--- src/rtl/sla_pkg.sv ---
package sla_pkg;
  localparam int SYS_CLK_HZ = 40_000_000;
  localparam int BIT_RATE_LOW_BPS = 10_000_000;
  localparam int BIT_RATE_HIGH_BPS = 20_000_000;
  localparam logic [2:0] CYC_PER_BIT_LOW = 3'(SYS_CLK_HZ / BIT_RATE_LOW_BPS);
  localparam logic [2:0] CYC_PER_BIT_HIGH = 3'(SYS_CLK_HZ / BIT_RATE_HIGH_BPS);
  localparam int BYTE_W = 8;
  localparam logic [3:0] DATA_FRAME_BITS = 4'hB;
  localparam logic [3:0] ACK_FRAME_BITS = 4'h2;
  localparam logic [2:0] LAST_DATA_BIT = 3'h7;
  localparam logic [1:0] SEL_RX_BYTE = 2'h0;
  localparam logic [1:0] SEL_TX_BYTE = 2'h1;
  localparam logic [1:0] SEL_RX_STAT = 2'h2;
  localparam logic [1:0] SEL_TX_STAT = 2'h3;
  localparam int STAT_FLAG_BIT = 0;
  localparam int STAT_IE_BIT = 1;
  localparam logic [7:0] BYTE_ZERO = 8'h00;
  localparam int SYNC_W = 14;
endpackage

--- src/rtl/sla_adaptor.sv ---
`timescale 1ns/100ps
module sla_adaptor (
  input wire logic sys_clk_i,
  input wire logic rst_n_i,
  input wire logic reg_select_low_i,
  input wire logic reg_select_high_i,
  input wire logic host_read_write_n_i,
  input wire logic host_select_n_i,
  input wire logic [7:0] host_byte_bus_i,
  output logic [7:0] host_byte_bus_o,
  output logic host_byte_bus_oe_o,
  input wire logic serial_rx_line_i,
  output logic serial_tx_line_o,
  input wire logic bit_rate_strap_i,
  output logic tx_ready_irq_o,
  output logic rx_data_irq_o
);
  // ----------------------------------------------------------------
  // pin synchronisers
  // ----------------------------------------------------------------
  logic [sla_pkg::SYNC_W-1:0] pin_meta;
  logic [sla_pkg::SYNC_W-1:0] pin_sync;
  wire [sla_pkg::SYNC_W-1:0] pin_raw = {
    bit_rate_strap_i,
    serial_rx_line_i,
    host_byte_bus_i,
    host_select_n_i,
    host_read_write_n_i,
    reg_select_high_i,
    reg_select_low_i
  };

  // pins and the host are on other clocks; only pin_sync is read below
  always_ff @(posedge sys_clk_i or negedge rst_n_i) begin
    if (!rst_n_i) begin
      pin_meta <= {sla_pkg::SYNC_W{1'h0}};
      pin_sync <= {sla_pkg::SYNC_W{1'h0}};
    end else begin
      pin_meta <= pin_raw;
      pin_sync <= pin_meta;
    end
  end

  wire [1:0] sel = pin_sync[1:0];
  wire rd_wr_n = pin_sync[2];
  wire cs_n = pin_sync[3];
  wire [7:0] wr_byte = pin_sync[11:4];
  wire rx_line = pin_sync[12];
  wire strap = pin_sync[13];

  // ----------------------------------------------------------------
  // bit rate strap
  // ----------------------------------------------------------------
  // caught once after reset so the rate never moves under a frame;
  // taken only once the synchronisers hold the pin, not their reset zeros
  logic strap_taken;
  logic [1:0] strap_age;
  logic rate_high;

  always_ff @(posedge sys_clk_i or negedge rst_n_i) begin
    if (!rst_n_i) begin
      strap_taken <= 1'h0;
      strap_age <= 2'h0;
      rate_high <= 1'h0;
    end else if (!strap_taken) begin
      strap_age <= {strap_age[0], 1'h1};
      if (strap_age[1]) begin
        strap_taken <= 1'h1;
        rate_high <= strap;
      end
    end
  end

  wire [2:0] cyc_per_bit = rate_high ? sla_pkg::CYC_PER_BIT_HIGH
                                     : sla_pkg::CYC_PER_BIT_LOW;

  // ----------------------------------------------------------------
  // host cycle decode
  // ----------------------------------------------------------------
  logic cs_n_prev;

  always_ff @(posedge sys_clk_i or negedge rst_n_i) begin
    if (!rst_n_i) begin
      cs_n_prev <= 1'h1;
    end else begin
      cs_n_prev <= cs_n;
    end
  end

  // one access per chip select fall; data and direction are already
  // settled by then since the host sets them up first
  wire cycle_start = cs_n_prev && !cs_n;
  wire rd_start = cycle_start && rd_wr_n;
  wire wr_start = cycle_start && !rd_wr_n;

  wire rd_rx_byte = rd_start && (sel == sla_pkg::SEL_RX_BYTE);
  wire wr_tx_byte = wr_start && (sel == sla_pkg::SEL_TX_BYTE);
  wire wr_rx_stat = wr_start && (sel == sla_pkg::SEL_RX_STAT);
  wire wr_tx_stat = wr_start && (sel == sla_pkg::SEL_TX_STAT);
  // a write with select 0,0 matches nothing above and is dropped

  // ----------------------------------------------------------------
  // registers
  // ----------------------------------------------------------------
  logic [7:0] link_receive_byte;
  logic [7:0] link_transmit_byte;
  logic data_present;
  logic rx_irq_en;
  logic tx_ready;
  logic tx_irq_en;
  logic tx_pend;
  logic ack_wait;
  logic ack_pend;

  wire rx_byte_valid;
  wire [7:0] rx_byte;
  wire rx_ack_seen;
  wire tx_busy;

  always_ff @(posedge sys_clk_i or negedge rst_n_i) begin
    if (!rst_n_i) begin
      link_receive_byte <= sla_pkg::BYTE_ZERO;
      link_transmit_byte <= sla_pkg::BYTE_ZERO;
    end else begin
      if (rx_byte_valid) begin
        link_receive_byte <= rx_byte;
      end
      if (wr_tx_byte) begin
        link_transmit_byte <= wr_byte;
      end
    end
  end

  // status/control writes only touch the enable bit
  always_ff @(posedge sys_clk_i or negedge rst_n_i) begin
    if (!rst_n_i) begin
      rx_irq_en <= 1'h0;
      tx_irq_en <= 1'h0;
    end else begin
      if (wr_rx_stat) begin
        rx_irq_en <= wr_byte[sla_pkg::STAT_IE_BIT];
      end
      if (wr_tx_stat) begin
        tx_irq_en <= wr_byte[sla_pkg::STAT_IE_BIT];
      end
    end
  end

  // ----------------------------------------------------------------
  // flags
  // ----------------------------------------------------------------
  // a new byte arriving in the clearing cycle keeps the flag set
  wire next_data_present = rx_byte_valid | (data_present & ~rd_rx_byte);
  // an acknowledge in the same cycle as a host write keeps ready set
  wire next_tx_ready = rx_ack_seen | (tx_ready & ~wr_tx_byte);

  always_ff @(posedge sys_clk_i or negedge rst_n_i) begin
    if (!rst_n_i) begin
      data_present <= 1'h0;
      tx_ready <= 1'h1;
    end else begin
      data_present <= next_data_present;
      tx_ready <= next_tx_ready;
    end
  end

  // ----------------------------------------------------------------
  // transmit scheduling
  // ----------------------------------------------------------------
  // acknowledges go first so the far sender is never held up by us;
  // a byte goes out only once the previous one has been acknowledged
  wire launch_ack = ack_pend && !tx_busy;
  wire launch_data = tx_pend && !ack_wait && !tx_busy && !ack_pend;
  wire tx_start = launch_ack || launch_data;

  wire next_ack_pend = rd_rx_byte | (ack_pend & ~launch_ack);
  wire next_tx_pend = wr_tx_byte | (tx_pend & ~launch_data);
  wire next_ack_wait = launch_data | (ack_wait & ~rx_ack_seen);

  always_ff @(posedge sys_clk_i or negedge rst_n_i) begin
    if (!rst_n_i) begin
      ack_pend <= 1'h0;
      tx_pend <= 1'h0;
      ack_wait <= 1'h0;
    end else begin
      ack_pend <= next_ack_pend;
      tx_pend <= next_tx_pend;
      ack_wait <= next_ack_wait;
    end
  end

  // ----------------------------------------------------------------
  // link ends
  // ----------------------------------------------------------------
  // one wire each way carries both packets and acknowledges
  sla_link_tx u_tx (
    .sys_clk_i(sys_clk_i),
    .rst_n_i(rst_n_i),
    .cyc_per_bit_i(cyc_per_bit),
    .start_i(tx_start),
    .ack_i(launch_ack),
    .byte_i(link_transmit_byte),
    .busy_o(tx_busy),
    .line_o(serial_tx_line_o)
  );

  sla_link_rx u_rx (
    .sys_clk_i(sys_clk_i),
    .rst_n_i(rst_n_i),
    .cyc_per_bit_i(cyc_per_bit),
    .line_i(rx_line),
    .ack_o(rx_ack_seen),
    .byte_valid_o(rx_byte_valid),
    .byte_o(rx_byte)
  );

  // ----------------------------------------------------------------
  // host read path
  // ----------------------------------------------------------------
  wire [7:0] rx_stat = {6'h00, rx_irq_en, data_present};
  wire [7:0] tx_stat = {6'h00, tx_irq_en, tx_ready};

  // the transmit byte is write only and reads back as zero
  wire [7:0] next_rd_byte =
    (sel == sla_pkg::SEL_RX_BYTE) ? link_receive_byte :
    (sel == sla_pkg::SEL_RX_STAT) ? rx_stat :
    (sel == sla_pkg::SEL_TX_STAT) ? tx_stat :
    sla_pkg::BYTE_ZERO;

  wire next_bus_oe = !cs_n && rd_wr_n;

  // the bus tracks the register live while selected, whatever the link does
  always_ff @(posedge sys_clk_i or negedge rst_n_i) begin
    if (!rst_n_i) begin
      host_byte_bus_o <= sla_pkg::BYTE_ZERO;
      host_byte_bus_oe_o <= 1'h0;
    end else begin
      host_byte_bus_o <= next_rd_byte;
      host_byte_bus_oe_o <= next_bus_oe;
    end
  end

  // ----------------------------------------------------------------
  // interrupt pins
  // ----------------------------------------------------------------
  always_ff @(posedge sys_clk_i or negedge rst_n_i) begin
    if (!rst_n_i) begin
      tx_ready_irq_o <= 1'h0;
      rx_data_irq_o <= 1'h0;
    end else begin
      tx_ready_irq_o <= next_tx_ready & tx_irq_en;
      rx_data_irq_o <= next_data_present & rx_irq_en;
    end
  end
endmodule // sla_adaptor

--- src/rtl/sla_link_tx.sv ---
`timescale 1ns/100ps
module sla_link_tx (
  input wire logic sys_clk_i,
  input wire logic rst_n_i,
  input wire logic [2:0] cyc_per_bit_i,
  input wire logic start_i,
  input wire logic ack_i,
  input wire logic [7:0] byte_i,
  output logic busy_o,
  output logic line_o
);
  logic [10:0] shreg;
  logic [3:0] bits_left;
  logic [2:0] cnt;
  wire [10:0] frame = ack_i ? {9'h000, 2'h1} : {1'h0, byte_i, 2'h3};
  wire [3:0] frame_len = ack_i ? sla_pkg::ACK_FRAME_BITS : sla_pkg::DATA_FRAME_BITS;
  wire bit_end = (cnt == 3'h0);

  assign busy_o = (bits_left != 4'h0);

  always_ff @(posedge sys_clk_i or negedge rst_n_i) begin
    if (!rst_n_i) begin
      shreg <= 11'h000;
      bits_left <= 4'h0;
      cnt <= 3'h0;
      line_o <= 1'h0;
    end else if (start_i && !busy_o) begin
      shreg <= frame;
      bits_left <= frame_len;
      cnt <= cyc_per_bit_i - 3'h1;
      line_o <= frame[0];
    end else if (busy_o && bit_end) begin
      shreg <= {1'h0, shreg[10:1]};
      bits_left <= bits_left - 4'h1;
      cnt <= cyc_per_bit_i - 3'h1;
      line_o <= (bits_left > 4'h1) ? shreg[1] : 1'h0;
    end else if (busy_o) begin
      cnt <= cnt - 3'h1;
    end
  end
endmodule // sla_link_tx

--- src/rtl/sla_link_rx.sv ---
`timescale 1ns/100ps
module sla_link_rx (
  input wire logic sys_clk_i,
  input wire logic rst_n_i,
  input wire logic [2:0] cyc_per_bit_i,
  input wire logic line_i,
  output logic ack_o,
  output logic byte_valid_o,
  output logic [7:0] byte_o
);
  typedef enum logic [1:0] {RX_IDLE, RX_KIND, RX_DATA, RX_STOP} sla_rx_state_t;
  sla_rx_state_t state;
  logic [2:0] cnt;
  logic [2:0] bitno;
  wire [2:0] half = {1'h0, cyc_per_bit_i[2:1]};
  wire center = (cnt == 3'h0);
  wire [2:0] reload = cyc_per_bit_i - 3'h1;

  // first edge seen: aim at the middle of the second bit, then one bit apart
  always_ff @(posedge sys_clk_i or negedge rst_n_i) begin
    if (!rst_n_i) begin
      state <= RX_IDLE;
      cnt <= 3'h0;
      bitno <= 3'h0;
      ack_o <= 1'h0;
      byte_valid_o <= 1'h0;
      byte_o <= sla_pkg::BYTE_ZERO;
    end else begin
      ack_o <= 1'h0;
      byte_valid_o <= 1'h0;
      if (state != RX_IDLE) begin
        cnt <= center ? reload : cnt - 3'h1;
      end
      case (state)
        RX_IDLE: begin
          if (line_i) begin
            state <= RX_KIND;
            cnt <= cyc_per_bit_i + half - 3'h1;
          end
        end
        RX_KIND: begin
          if (center) begin
            bitno <= 3'h0;
            if (line_i) begin
              state <= RX_DATA;
            end else begin
              ack_o <= 1'h1;
              state <= RX_IDLE;
            end
          end
        end
        RX_DATA: begin
          if (center) begin
            byte_o <= {line_i, byte_o[7:1]};
            bitno <= bitno + 3'h1;
            if (bitno == sla_pkg::LAST_DATA_BIT) begin
              state <= RX_STOP;
            end
          end
        end
        RX_STOP: begin
          if (center) begin
            byte_valid_o <= 1'h1;
            state <= RX_IDLE;
          end
        end
        default: state <= RX_IDLE;
      endcase
    end
  end
endmodule // sla_link_rx

--- config.mk ---
export PLATFORM = sky130hd
export DESIGN_NAME = sla_adaptor
export DESIGN_NICKNAME = d
export VERILOG_FILES = /design/src/rtl/sla_pkg.sv /design/src/rtl/sla_adaptor.sv /design/src/rtl/sla_link_tx.sv /design/src/rtl/sla_link_rx.sv
export SDC_FILE = /design/constraint.sdc
export NUM_CORES = 1
export LEC_CHECK = 0
export ABC_AREA = 1
export BUFFER_PORTS_ARGS = -buffer_cell sky130_fd_sc_hd__buf_2
export CORE_MARGIN = 1
export CORE_UTILIZATION = 40
export DETAILED_ROUTE_END_ITERATION = 8
export GPL_TIMING_DRIVEN = 0
export SLEW_MARGIN = 40
export SYNTH_ARGS = -nofsm -noshare
export SYNTH_HDL_FRONTEND = slang
export SYNTH_HIERARCHICAL = 1
export SYNTH_SLANG_ARGS = --single-unit
export TNS_END_PERCENT = 1
--- constraint.sdc ---
create_clock -name sys_clk_i -period 2.2 [get_ports sys_clk_i]
set_input_delay 0.44 -clock sys_clk_i [delete_from_list [all_inputs] [get_ports sys_clk_i]]
set_output_delay 0.44 -clock sys_clk_i [all_outputs]
set_load 0.01 [all_outputs]
---- Word level (Yosys, flattened, before mapping) ----
Index checks and enable logic that the tools add are counted.
cells by class
  reduce and logical (&&, ||, !) cells .... 33
  bitwise gates (word level) .............. 18
  divide/modulo/power cells ............... 0
  $mul .................................... 0
  $lt $le $gt $ge ......................... 1
  equal/unequal tests ..................... 12
  add/sub/neg operators ................... 7
  shifts and indexed selects .............. 0
  mux-type cells .......................... 37
operator list
  cell                   number
  $mux W3                10
  $mux W11               2
  $mux W2                8
  $logic_and A1 B1 Y1    14
  $mux W4                3
  $sub A3 B1 Y3 const B  4
  $mux W1                10
  $mux W10               1
  $eq A2 B2 Y1 const B   4
  $mux W8                1
  $ne A2 B1 Y1 const B   4
  $pmux W2 S4            1
  $and A1 B1 Y1          7
  $logic_not A3 Y1       2
  $not A1 Y1             6
  $pmux W3 S2            1
  $reduce_bool A2 Y1     3
  $logic_not A1 Y1       5
  $or A1 B1 Y1           5
  $reduce_and A5 Y1      1
  $eq A2 B1 Y1 const B   2
  $gt A4 B1 Y1 const B   1
  $logic_not A2 Y1       2
  $reduce_and A2 Y1      2
  other kinds (9)        9
storage, ports and cells
  memories kept ........................... 0
  bits in writable memories ............... 0
  output and inout port bits .............. 12
  flip-flop bits (word level) ............. 104
  memory bits (read-only) ................. 0
  logic and storage cells ................. 137
  bits in latches ......................... 0
  input port bits ......................... 16

---- Longest topological paths before layout ----
  depth after elaboration ................. 8
  depth in mapped cells ................... 12
  gate-level depth less buffers ........... 12

---- By module ----
The synthesis kept the hierarchy.
modules (own cells, without submodules)
  module       times used  cells an instance  area an instance (µm²)  sequential area each (µm²)
  sla_adaptor  1           178                2213.4                  1679.1
  sla_link_tx  1           133                977.2                   425.4
  sla_link_rx  1           101                895.9                   450.4

---- Worst setup path after synthesis ----
Ideal clock, no wire load.
  path kind ............................... reg2reg
  from .................................... register u_tx.bits_left[0]
  to ...................................... register u_tx.bits_left[3]
  library setup time ...................... 0.117 ns
  required time ........................... 2.083 ns
  cell stages (with the launch flop) ...... 13
  arrival time ............................ 1.671 ns
  slack ................................... 0.413 ns
  clock period less this slack ............ 1.787 ns
  buffers on the path ..................... 1
  cells stage by stage .................... dfrtp_1 > inv_1 > ha_1 > nand2_2 > inv_1 > nand4_1 > o21ai_0 > nand3_2 > buf_2 > nand3_1 > nand2_1 > nand2_1 > nand2_1
on the way
  word-level cells in the longest chain between the ends .. 7
  elaborated cells on any way between the ends .. 13
  classes of those cells .................. add/sub: 1; mux: 3; reduce/logical: 9
RTL lines
  item                                                  RTL line                                RTL
  start: declaration                                    sla_link_tx.sv:13                       logic [3:0] bits_left;
  start signal: assignment                              sla_link_tx.sv:29                       bits_left <= frame_len;
  start signal: assignment                              sla_link_tx.sv:34                       bits_left <= bits_left - 4'h1;
  $reduce_bool A4 Y1 (*)                                sla_link_tx.sv:19                       assign busy_o = (bits_left != 4'h0);
  via tx_busy                                           sla_adaptor.sv:118                      wire tx_busy;
  $logic_not A1 Y1 (*)                                  sla_adaptor.sv:172, sla_adaptor.sv:173
  $logic_and A1 B1 Y1 (2 in series)                     sla_adaptor.sv:173                      wire launch_data = tx_pend && !ack_wait && !tx_busy && !ack_pend;
  $logic_or A1 B1 Y1 (*)                                sla_adaptor.sv:174                      wire tx_start = launch_ack || launch_data;
  via tx_start                                          sla_adaptor.sv:174
  $logic_and A1 B1 Y1 (*)                               sla_link_tx.sv:27                       end else if (start_i && !busy_o) begin
  $mux W4 / $reduce_bool A2 Y1 (equally long branches)  -
The timed path passes the listed nets; every way through them passes the cells marked *. The select of a mux whose other input is x is not followed.
A chain may end at the register's enable or synchronous reset.

---- Worst setup path after layout ----
  from .................................... register u_tx.bits_left[0]
  to ...................................... register u_tx.shreg[7]
on the way
  word-level cells in the longest chain between the ends .. 7
  elaborated cells on any way between the ends .. 11
  classes of those cells .................. mux: 2; reduce/logical: 9
RTL lines
  item                                                   RTL line                                RTL
  $reduce_bool A4 Y1 (*)                                 sla_link_tx.sv:19
  via tx_busy                                            sla_adaptor.sv:118
  $logic_not A1 Y1 (*)                                   sla_adaptor.sv:172, sla_adaptor.sv:173
  $logic_and A1 B1 Y1 (2 in series)                      sla_adaptor.sv:173
  $logic_or A1 B1 Y1 (*)                                 sla_adaptor.sv:174
  via tx_start                                           sla_adaptor.sv:174
  $logic_and A1 B1 Y1 (*)                                sla_link_tx.sv:27
  $mux W11 / $reduce_bool A2 Y1 (equally long branches)  -
  end signal: assignment                                 sla_link_tx.sv:28                       shreg <= frame;
  end signal: assignment                                 sla_link_tx.sv:33                       shreg <= {1'h0, shreg[10:1]};
  end: declaration                                       sla_link_tx.sv:12                       logic [10:0] shreg;
The timed path passes the listed nets; every way through them passes the cells marked *.

==> impl_metrics.env <==
export IMPL_status="completed"
export IMPL_synth_commonest_cells="123 x nand2_1, 100 x dfrtp_1, 49 x inv_1"
export IMPL_dpl_hpwl_um=4510
export IMPL_htreeDepth=3
export IMPL_avgSynthCellArea_um2=9.92
export IMPL_yosysSeqAreaShare_pct=62.5
export IMPL_final_nets=480
export IMPL_route_detailed_drc=0
export IMPL_io_pins=28
export IMPL_cts_buffers=9
export IMPL_insertedDiodeCount=0
export IMPL_ir_worst_vdd_uv=382
export IMPL_clock_root_buffer="clkbuf_8"
export IMPL_min_from="host_byte_bus_i[0]"
export IMPL_cpMaxStageDelayCell="dfrtp_1"
export IMPL_r2r_slack_ns=0.27
export IMPL_synth_most_common_cell="nand2_1"
export IMPL_max_cap_violations=0
export IMPL_cp_start_kind="flip-flop"
export IMPL_place_gp_congestion=0.775
export IMPL_design_core_area_mm2=0.00982
export IMPL_fp_dieW_um=103
export IMPL_via_per_inst=4.39
export IMPL_period_needed_ns=1.93
export IMPL_fill_cells=937
export IMPL_synthCells=412
export IMPL_chipHeight_um=103
export IMPL_grt_pass1_wl_um=11900
export IMPL_clk_pin_slew_ns=0.10
export IMPL_critical_path_class="flip-flop to flip-flop"
export IMPL_globalRouteTotalUtil_pct=14.6
export IMPL_max_freq_ghz=0.519
export IMPL_grt_max_degree=66
export IMPL_cp_top_family="simple AND/OR/NAND/NOR gates"
export IMPL_highest_layer="met4"
export IMPL_synthArstFlopShare_pct=100
export IMPL_cts_sinks=102
export IMPL_setup_viol=0
export IMPL_multiInputGateArea_mm2=0.00129
export IMPL_hold_depth=1
export IMPL_syn_cell_area_mm2=0.00409
export IMPL_whs_endpoint="pin_meta[4]$_DFF_PN0_"
export IMPL_synth_cell_types=33
export IMPL_register_area_mm2=0.00255
export IMPL_maxSlewViolCount=0
export IMPL_portBuffers=27
export IMPL_power_leakage_nw=2.39
export IMPL_yosysWarningCount=6
export IMPL_r2r_end="u_tx/shreg[7]$_DFFE_PN0P_"
export IMPL_ys_ff_latch=102
export IMPL_drtPass1Iterations=4
export IMPL_crit_buf_inv=3
export IMPL_synth_edf_count=0
export IMPL_rsz0062_at_grt="false"
export IMPL_gr_total_overflow=0
export IMPL_crit_fanout=10
export IMPL_post_place_cells=575
export IMPL_cts_tree="done"
export IMPL_antenna_found_initial=0
export IMPL_ant_nets=0
export IMPL_first_iter_violations=166
export IMPL_route_met2_wl_um=2900
export IMPL_cp_end_kind="flip-flop"
export IMPL_clk_path_buf_depth=2
export IMPL_final_layout_size_suffix_gt1_share_pct=18.7
export IMPL_hold_viol_final=0
export IMPL_synthTopCellsByArea="dfrtp_1 61%, nand2_1 11%, inv_1 4.5%"
export IMPL_r2r_start="u_tx/bits_left[0]$_DFFE_PN0P_"
export IMPL_synthFlopType="dfrtp_1"
export IMPL_synth_top_area_cell="dfrtp_1"
export IMPL_clkLatencyLatePin_ns=0.35
export IMPL_drt_met1_wl_um=3300
export IMPL_path_cells="inv_1 > ha_4 > nand2_2 > inv_1 > nand4_1 > o21ai_2 > nand3_2 > buf_2 > o21ai_0 > nand2_1 > nand2_1"
export IMPL_routedWlPerCell_um=10.9
export IMPL_finalWirelength_um=6480
export IMPL_area_growth_pct=14.6
export IMPL_via_count=2597
export IMPL_post_route_util_pct=47.7
export IMPL_holdCritPathClass="primary input to flip-flop"
export IMPL_cp_required_ns=2.50
export IMPL_layoutNonFillerInstCount=592
export IMPL_postCtsSetupBuffers=0
export IMPL_critical_path_max_stage_delay_ns=0.42
export IMPL_period_share_pct=87.6
export IMPL_row_count=36
export IMPL_synth_top_area_share_pct=61.2
export IMPL_initial_core_util_pct=41.6
export IMPL_die_area_mm2=0.0106
export IMPL_grt_pass1_vias=2620
export IMPL_finalClockSkew_ns=0.00685
export IMPL_dr_wl_met3_um=165
export IMPL_rr_worst_depth=11
export IMPL_powerDensity_mw_per_mm2=1080
export IMPL_worstPathArrival_ns=2.23
-- worst max-delay path by stage --
stage          cells after the start  slack [ns]                          start                       endpoint
2_1_floorplan                     12        0.41  u_tx/bits_left[0]$_DFFE_PN0P_  u_tx/bits_left[3]$_DFFE_PN0P_
3_3_place_gp                       1       -0.39                        rst_n_i  u_tx/bits_left[0]$_DFFE_PN0P_
3_5_place_dp                      12        0.17  u_tx/bits_left[0]$_DFFE_PN0P_      u_tx/shreg[7]$_DFFE_PN0P_
4_1_cts                           12        0.14  u_tx/bits_left[0]$_DFFE_PN0P_      u_tx/shreg[7]$_DFFE_PN0P_
5_1_grt                           12       0.009  u_tx/bits_left[0]$_DFFE_PN0P_  u_tx/bits_left[3]$_DFFE_PN0P_
6_report                          11        0.27  u_tx/bits_left[0]$_DFFE_PN0P_      u_tx/shreg[7]$_DFFE_PN0P_
-- per-layer routing --
layer	track usage, %	vias to the layer above
met4	6.18	0
met2	22.3	34
met5	0	-
met1	20.4	1192
li1	-	1361
met3	3.25	10
-- report_power, final --
group          switching (mW)  internal, mW  total, mW
clock                   0.627         0.651       1.28
combinational           0.824         0.540       1.36
sequential              0.209          2.22       2.43
total                    1.66          3.41       5.07
-- cell usage in the layout (no fill, tap or decap), drive strengths merged --
| cell type | n |
|---|---|
| nor2 | 25 |
| bufinv | 2 |
| clkinvlp | 1 |
| nand3b | 1 |
| inv | 57 |
| ha | 9 |
| clkbuf | 12 |
| and2 | 1 |
| or2 | 1 |
| a31oi | 1 |
| nand2 | 131 |
| o21ai | 39 |
| buf | 33 |
| xnor2 | 2 |
| dfstp | 2 |
| dlygate4sd3 | 1 |
| fa | 1 |
| a21oi | 7 |
| o211ai | 1 |
| clkinv | 2 |
| nand3 | 21 |
| nand4 | 3 |
| conb | 3 |
| dfrtp | 100 |
| nor3 | 1 |
| o221ai | 2 |
-- metrics by stage --
| stage | power, mW | setup WS, ns | hold slack (ns) | area (um2) | setup TNS, ns |
|---|---|---|---|---|---|
| 6_report | 5.07 | 0.273 | 0.183 | 4680 | 0 |
| 5_1_grt | 5.47 | 0.00887 | 0.156 | 4680 | 0 |
| 4_1_cts | 5.10 | 0.140 | 0.166 | 4660 | 0 |
| 3_5_place_dp | 3.81 | 0.166 | 0.335 | 4430 | 0 |
| 3_3_place_gp | 3.74 | -0.385 | 0.333 | 4400 | -38.14 |
| 2_1_floorplan | 3.46 | 0.413 | 0.144 | 4090 | 0 |
-- final cells by class --
type	instances	area share (%)
tap	133	3.55
clock inverter	6	1.98
timing repair buffer	29	3.90
multi-input combinational	249	27.6
clock buffer	10	2.72
sequential	102	54.5
buffer	7	1.23
inverter	56	4.49
-- logic make-up after synthesis --
kind of cell	synth area share [%]
AND/OR/NAND/NOR	20.1
XOR/XNOR	0.429
adder cells (fa/ha/maj)	3.25
AO/OA/AOI/OAI	7.13
flip-flops	62.5
other	0.0918
buffers and inverters	6.43
-- worst reg2reg max path, cell delays in order, from the launching register on --
cell and delay (ns):
dfrtp_1 0.42, inv_1 0.16, ha_4 0.18, nand2_2 0.11, inv_1 0.09, nand4_1 0.15, o21ai_2 0.12, nand3_2 0.14
buf_2 0.21, o21ai_0 0.17, nand2_1 0.07, nand2_1 0.06
-- sequential cells by signal, indices dropped and copies added (netlist names), 2 cells and up, named ones only --
| signal | cells |
|---|---|
| link_transmit_byte | 8 |
| u_tx/bits_left | 4 |
| strap_age | 2 |
| link_receive_byte | 8 |
| u_rx/bitno | 3 |
| u_rx/byte_o | 8 |
| pin_meta | 14 |
| u_rx/cnt | 3 |
| u_tx/cnt | 3 |
| pin_sync | 14 |
| host_byte_bus_o | 8 |
| u_tx/shreg | 9 |
-- repair_timing --
item | in CTS | in global routing
endpoints found under the hold margin | 35 | 0
hold buffers | 1 | 0
endpoints found under the setup margin | 0 | 14
gates resized for setup | 0 | 7
No activity file was read; power rests on OpenSTA's default activity.
